`src/rtl/ldc_regs.vh`:
```
// Constants for the LED display command port
`ifndef LDC_REGS_VH
`define LDC_REGS_VH
// Command word field positions
`define LDC_MAIN_HI 15
`define LDC_MAIN_LO 14
`define LDC_SUB_HI 13
`define LDC_SUB_LO 12
`define LDC_BLUE_HI 11
`define LDC_BLUE_LO 8
`define LDC_GREEN_HI 7
`define LDC_GREEN_LO 4
`define LDC_RED_HI 3
`define LDC_RED_LO 0
`define LDC_CMD_RESET 16'h0000
// Mirror multiples for level codes 00..11
`define LDC_MULT_0 9'h000
`define LDC_MULT_1 9'h064
`define LDC_MULT_2 9'h0C8
`define LDC_MULT_3 9'h190
// Colour modulation: frame of 240 oscillator periods, 15 slots of 16
`define LDC_FRAME_DIV 240
`define LDC_SLOT_LEN 16
// Soft-start time in microseconds (1.2 ms)
`define LDC_SOFT_US 1200
`define LDC_CLK_MHZ 50
// Pump modes
`define LDC_PM_OFF 2'h0
`define LDC_PM_DIRECT 2'h1
`define LDC_PM_BOOST 2'h2
`endif

```
`src/rtl/ldc_command_port.v`:
```
// LED display command port: serial command, white levels, colour PWM, pump control
// Summary of operation
// - Serial data is sampled into the shift register on each shift clock rise.
// - Load strobe falling copies the shift register into the command register.
// - Shift register is static; any slow shift clock loses no data.
// - Bits 15:14 pick the current level of the four main outputs.
// - Bits 13:12 pick the current level of the two sub outputs.
// - Blue duty bits 11:8, green 7:4, red 3:0.
// - Level sets mirror multiple 400, 200, 100 or zero.
// - Level zero switches that display off entirely.
// - Enabling main or sub starts the pump in direct-connect mode, or in boost mode if force boost is high.
// - Dropout on any enabled one of the six white sources moves pump to boost.
// - With colour enable high, any nonzero colour duty keeps the pump running.
// - Boost current ramps linearly from zero to full over 1.2 ms.
// - Logic supply at ground forces shutdown whatever the command.
// - Colour enable lights colours; enable low and whites off means shutdown.
// - Force boost holds the pump in boost mode.
// - Colour frame is one 240th of the oscillator rate.
// - Duty code n gives n fifteenths on-time.
`timescale 1ns/100ps
`default_nettype none
`include "ldc_regs.vh"
module ldc_command_port #(
	parameter OSC_DIV = 62,
	parameter SOFT_CYC = `LDC_SOFT_US * `LDC_CLK_MHZ
) (
	// Clock and reset
	input wire clk,
	input wire rst,
	// Serial command pins
	input wire serial_data_in,
	input wire shift_clock,
	input wire load_strobe_n,
	// Control pins
	input wire color_enable,
	input wire force_boost,
	input wire logic_supply_ref,
	// Dropout flags of main 1-4 and sub 1-2
	input wire [5:0] dropout,
	// White outputs
	output reg [3:0] main_led_outputs,
	output reg [1:0] sub_led_outputs,
	output reg [8:0] main_mult,
	output reg [8:0] sub_mult,
	// Colour outputs
	output reg red_on,
	output reg green_on,
	output reg blue_on,
	// Pump state
	output reg [1:0] pump_mode,
	output reg [15:0] pump_strength,
	output reg shutdown,
	output reg [15:0] display_command_word
);
	// ****************************************
	// Input synchronisers
	// ****************************************
	reg [5:0] s1_r;
	reg [5:0] s2_r;
	reg sck_d_r;
	reg ld_d_r;
	reg [5:0] dr1_r;
	reg [5:0] dr2_r;
	// Two flops per asynchronous pin
	always @(posedge clk or posedge rst) begin
		if (rst) begin
			s1_r <= 6'h18; // Pin idle levels, no false edge
			s2_r <= 6'h18;
			sck_d_r <= 1'b1;
			ld_d_r <= 1'b1;
			dr1_r <= 6'h00;
			dr2_r <= 6'h00;
		end else begin
			s1_r <= {serial_data_in, shift_clock, load_strobe_n, color_enable,
				force_boost, logic_supply_ref};
			s2_r <= s1_r;
			sck_d_r <= s2_r[4];
			ld_d_r <= s2_r[3];
			dr1_r <= dropout;
			dr2_r <= dr1_r;
		end
	end
	wire din_s = s2_r[5];
	wire sck_s = s2_r[4];
	wire ld_s = s2_r[3];
	wire en_s = s2_r[2];
	wire boost_s = s2_r[1];
	wire vref_s = s2_r[0];
	wire sck_rise = sck_s & ~sck_d_r;
	wire ld_fall = ~ld_s & ld_d_r;

	// ****************************************
	// Shift and command registers
	// ****************************************
	reg [15:0] shift_r;
	// Static shift register; no timeout so slow clocks are fine
	always @(posedge clk or posedge rst) begin
		if (rst) begin
			shift_r <= `LDC_CMD_RESET;
			display_command_word <= `LDC_CMD_RESET;
		end else begin
			if (sck_rise)
				shift_r <= {shift_r[14:0], din_s};
			if (ld_fall)
				display_command_word <= shift_r;
		end
	end
	wire [1:0] main_lvl = display_command_word[`LDC_MAIN_HI:`LDC_MAIN_LO];
	wire [1:0] sub_lvl = display_command_word[`LDC_SUB_HI:`LDC_SUB_LO];
	wire [3:0] blue_d = display_command_word[`LDC_BLUE_HI:`LDC_BLUE_LO];
	wire [3:0] green_d = display_command_word[`LDC_GREEN_HI:`LDC_GREEN_LO];
	wire [3:0] red_d = display_command_word[`LDC_RED_HI:`LDC_RED_LO];

	// Level code to mirror multiple
	function [8:0] ldc_mult;
		input [1:0] lvl;
		begin
			case (lvl)
				2'h1: ldc_mult = `LDC_MULT_1;
				2'h2: ldc_mult = `LDC_MULT_2;
				2'h3: ldc_mult = `LDC_MULT_3;
				default: ldc_mult = `LDC_MULT_0;
			endcase
		end
	endfunction

	// Enables; a ground logic supply forces shutdown
	wire main_en = vref_s & (main_lvl != 2'h0);
	wire sub_en = vref_s & (sub_lvl != 2'h0);
	wire rgb_en = vref_s & en_s;
	wire rgb_any = rgb_en & ((red_d | green_d | blue_d) != 4'h0);
	wire off_nxt = ~(main_en | sub_en | rgb_en);

	// ****************************************
	// Pump oscillator and colour PWM
	// ****************************************
	reg [7:0] osc_cnt_r;
	reg [7:0] frame_r;
	wire osc_tick = (osc_cnt_r == OSC_DIV[7:0] - 8'h01);
	// Oscillator tick, frame of 240 ticks in 15 slots
	always @(posedge clk or posedge rst) begin
		if (rst) begin
			osc_cnt_r <= 8'h00;
			frame_r <= 8'h00;
		end else begin
			osc_cnt_r <= osc_tick ? 8'h00 : osc_cnt_r + 8'h01;
			if (osc_tick)
				frame_r <= (frame_r == `LDC_FRAME_DIV - 1) ? 8'h00 : frame_r + 8'h01;
		end
	end
	wire [3:0] slot = frame_r[7:4];

	// ****************************************
	// Charge pump controller
	// ****************************************
	// Forced boost request
	function force_boost_go;
		input b;
		begin
			force_boost_go = b;
		end
	endfunction
	reg [15:0] soft_cnt_r;
	localparam [15:0] SOFT_STEP = 16'hFFFF / SOFT_CYC[15:0];
	wire pump_need = main_en | sub_en | rgb_any;
	// Mode selection with soft-start ramp
	always @(posedge clk or posedge rst) begin
		if (rst) begin
			pump_mode <= `LDC_PM_OFF;
			soft_cnt_r <= 16'h0000;
			pump_strength <= 16'h0000;
		end else if (!pump_need) begin
			pump_mode <= `LDC_PM_OFF;
			soft_cnt_r <= 16'h0000;
			pump_strength <= 16'h0000;
		end else begin
			case (pump_mode)
				`LDC_PM_OFF: begin
					if (force_boost_go(boost_s))
						pump_mode <= `LDC_PM_BOOST;
					else
						pump_mode <= `LDC_PM_DIRECT;
				end
				`LDC_PM_DIRECT: begin
					if (boost_s | (|(dr2_r & {sub_en, sub_en, main_en, main_en, main_en,
						main_en})))
						pump_mode <= `LDC_PM_BOOST;
				end
				`LDC_PM_BOOST: begin
					if (soft_cnt_r < SOFT_CYC[15:0] - 16'h0001) begin
						soft_cnt_r <= soft_cnt_r + 16'h0001;
						pump_strength <= pump_strength + SOFT_STEP;
					end else
						pump_strength <= 16'hFFFF;
				end
				default: pump_mode <= `LDC_PM_OFF;
			endcase
		end
	end

	// ****************************************
	// Output registers
	// ****************************************
	// White and colour drive
	always @(posedge clk or posedge rst) begin
		if (rst) begin
			main_led_outputs <= 4'h0;
			sub_led_outputs <= 2'h0;
			main_mult <= 9'h000;
			sub_mult <= 9'h000;
			red_on <= 1'b0;
			green_on <= 1'b0;
			blue_on <= 1'b0;
			shutdown <= 1'b1;
		end else begin
			main_led_outputs <= {4{main_en}};
			sub_led_outputs <= {2{sub_en}};
			main_mult <= main_en ? ldc_mult(main_lvl) : 9'h000;
			sub_mult <= sub_en ? ldc_mult(sub_lvl) : 9'h000;
			red_on <= rgb_en & (slot < red_d);
			green_on <= rgb_en & (slot < green_d);
			blue_on <= rgb_en & (slot < blue_d);
			shutdown <= off_nxt;
		end
	end
endmodule
`default_nettype wire

```
`config.mk`:
```
export PLATFORM = sky130hd
export DESIGN_NAME = ldc_command_port
export DESIGN_NICKNAME = d
export VERILOG_FILES = /design/src/rtl/ldc_command_port.v
export VERILOG_INCLUDE_DIRS = /design/src /design/src/rtl
export SDC_FILE = /design/constraint.sdc
export NUM_CORES = 1
export LEC_CHECK = 0
export ABC_AREA = 1
export BUFFER_PORTS_ARGS = -buffer_cell sky130_fd_sc_hd__buf_4
export CORE_ASPECT_RATIO = 1.25
export CORE_UTILIZATION = 55
export CTS_CLUSTER_DIAMETER = 60
export CTS_CLUSTER_SIZE = 24
export DETAILED_ROUTE_END_ITERATION = 10
export PLACE_DENSITY = 0.82
export RECOVER_POWER = 100
export SLEW_MARGIN = 10
export SYNTH_ARGS = -nofsm -noshare
export SYNTH_HDL_FRONTEND = slang
export SYNTH_SLANG_ARGS = --single-unit
```
`constraint.sdc`:
```
create_clock -name clk -period 5.7 [get_ports clk]
set_clock_uncertainty 0.1 [all_clocks]
set_input_delay 1.14 -clock clk [delete_from_list [all_inputs] [get_ports clk]]
set_output_delay 1.14 -clock clk [all_outputs]
set_load 0.005 [all_outputs]
```
==> summary.md <==
| Metric | Value |
|---|---|
| Initial antenna violation count | `0` |
| Initial drt markers | `about 300` |
| Cts repair resizes | `0` |
| Gate Count Post-Synth | `715` |
| RSZ-0062 raised after global routing | `no` |
| DRT antenna net count | `0` |
| Vias in the first global route | `4721` |
| #FFs+latches synth | `approximately 120` |
| Initial DRT Pass Iterations | `5` |
| Reg-to-reg startpoint | `display_command_word[14]` |
| Worst skew pair latency | `~420 ps` |
| H-tree levels | `4` |
| CTS max path bufs | `2` |
| Largest net degree at the start of global routing | `64` |
| WHS Path Cells | `0` |
| I/O pin total | `76` |
| Cell area after synthesis | `6010 um^2` |
| P_leak | `roughly 3.5 nW` |
| Clock root buffer | `clkbuf_16` |
| Core Area | `10600 um^2` |
| DR vias/cell | `5.24` |
| Place WS | `a little under 3000 ps` |
| Period minus WS final | `3260 ps` |
| Final Hold Fails | `0` |
| Total setup buffers inserted after CTS | `0` |
| First-pass GRT wire length | `21.6 mm` |
| Slew @ Worst Pin | `2620 ps` |
| Number of synthesized flops with an enable pin | `0` |
| Register area | `around 3100 um^2` |
| Synth warn | `0` |
| Final period util | `57.2%` |
| I/O Buffers | `around 70` |
| Yosys cell types | `34` |
| CP Class | `in -> async` |
| Maxcap violations | `1` |
| Commonest cells after routing, fill and taps aside | `199 x nand2_1, 117 x dfrtp_1, 96 x nor2_1` |
| Arr. time, crit path | `3610 ps` |
| Die area | `11300 um^2` |
| Failing checks | `max-capacitance violations, max-slew violations` |
| Worst hold slack | `roughly 250 ps` |
| Area growth syn-to-layout | `17.0%` |
| Clock Pin Slew Worst Setup and Hold Paths | `50 ps` |
| Initial Utilization | `between 50% and 60%` |
| Final #Nets | `819` |
| Hold WC Path Type | `reg -> reg` |
| Crit. End Element | `async pin` |
| Most common cell after layout, fill and taps aside | `nand2_1` |
| Syn_area_per_cell | `~8.4 um^2` |
| Fmax | `307 MHz` |
| FP Rows | `42` |
| Share of the synthesized area in the top cell type | `48.7%` |
| Die width | `between 90 and 100 um` |
| Synth area leader | `dfrtp_1` |
| Antenna fix cells | `0` |
| CTS buffer count | `17` |
| Final WS setup | `~2400 ps` |
| Top cells by area, synth | `dfrtp_1 49%, nand2_1 12%, nor2_1 5.9%` |
| Critical-path maximum fanout | `63` |
| Setup violations, final | `0` |
| Rel. slew slack | `-75.5%` |
| Placer Congestion | `0.879` |
| Crit path launch type | `input port` |
| Design area | `7030 um^2` |
| Crit. Startpoint | `rst` |
| Die Height | `119 um` |
| Vias | `4846` |
| CTS Sinks | `approximately 120` |
| Drt wl/cell | `between 10 and 15 um` |
| Total GRT Usage | `between 20% and 30%` |
| Setup TNS | `0 ps` |
| Hpwl dp | `8.71 mm` |
| WP data required | `6060 ps` |
| Grt total ovfl | `0` |
| Area of the multi-input gates | `2340 um^2` |
| Fill cells | `876` |
| CTS tree | `done` |
| Drt drc | `0` |
| Area after DPL | `about 6500 um^2` |
| Seq/Total Area, Yosys | `roughly 52%` |
| VDD IR-drop max | `about 280 uV` |
| Share of cells above drive strength 1 | `13.7%` |
| Cts hold-fix bufs | `0` |
| Worst Hold Launch | `s1_r[0]` |
| PD cells | `345 nW/um^2` |
| WL final | `12.7 mm` |
| Async set or reset register ratio after synthesis | `100%` |
| Primary FF master, synth | `dfrtp_1` |
| Max-slew violation count | `63` |
| Status | `complete, but fails checks` |
| Worst r2r path cells | `12` |
-- critical path: stages --
cell        delay [ps]
clkbuf_4           110
clkinvlp_2        1470
buf_4              830
-- kinds of logic (layout without fill, tap and decap cells) --
kind of cell,Yosys count,in the layout,share of synthesized area (%)
compound gates,78,78,6.85
xor+xnor,17,17,2.48
fa+ha+maj,24,24,5.00
buf+inv,114,189,8.85
flops,124,124,51.8
other cells,1,4,0.0624
simple gates,357,357,25.0
-- flip-flops by register name, indices dropped and copies added (netlist names), 8 cells and up --
| signal | flops |
|---|---|
| frame_r | 8 |
| shift_r | 16 |
| display_command_word | 16 |
| pump_strength | 16 |
| osc_cnt_r | 8 |
| soft_cnt_r | 16 |
-- area by class of cell --
| type | instances | area share (%) |
|---|---|---|
| repair buffers | 72 | 7.21 |
| clock buffers | 18 | 6.25 |
| multi-input cells | 480 | 33.3 |
| well taps | 132 | 2.35 |
| flip-flops and latches | 124 | 44.3 |
| clock inverters | 13 | 2.05 |
| inverters | 86 | 4.61 |
-- power by group --
part | leakage, nW | internal [mW] | switching (mW)
registers | 1.61 | 0.962 | 0.0687
clock network | 0.274 | 0.652 | 0.384
logic | 1.60 | 0.126 | 0.235
-- cells in the mapped netlist (2+ instances only) --
library cell  number
nor2_1            95
nand4_1           11
buf_4             13
or2_2              2
xor2_1            12
ha_1              24
o21ai_1            2
a21oi_1           11
buf_1              2
o21bai_1           2
nand3_1           38
buf_6              7
o21a_1             3
dfstp_2            7
o21ai_0           57
nand2_1          195
xnor2_1            5
nor3_1             4
clkbuf_1           4
buf_2              2
inv_2              2
o211ai_1           2
nand2_2            5
dfrtp_1          117
inv_1             84
-- per-layer routing --
layer / up-vias / wire, um / track usage, %
li1: 2351 / - / -
met1: 2317 / 4970 / 29.2
met2: 146 / 6630 / 41.8
met3: 32 / 760 / 7.79
met4: 0 / 335 / 10.9
met5: - / 0 / 0
-- path summary, 6_finish.rpt --
| path | to | slack, ps |
|---|---|---|
| setup / recovery | shift_r[14] | 2440 |
| hold reg to reg | s2_r[0] | 250 |
| max in group clk | soft_cnt_r[14] | 2540 |
| hold / removal | s2_r[0] | 250 |
| setup reg to reg | soft_cnt_r[14] | 2540 |
| min in group asynchronous | red_on | 1360 |
-- per-stage QoR --
stage / cells / power (mW) / utilization (%)
final: 925 / 2.43 / 66.2
after global routing: 925 / 2.56 / 66.2
after CTS: 925 / 2.48 / 66.9
after detailed placement: 894 / 1.43 / 61.4
after global placement: 894 / 1.41 / 61.4
after floorplan: 718 / 1.31 / -
No activity file was read; power rests on OpenSTA's default activity.
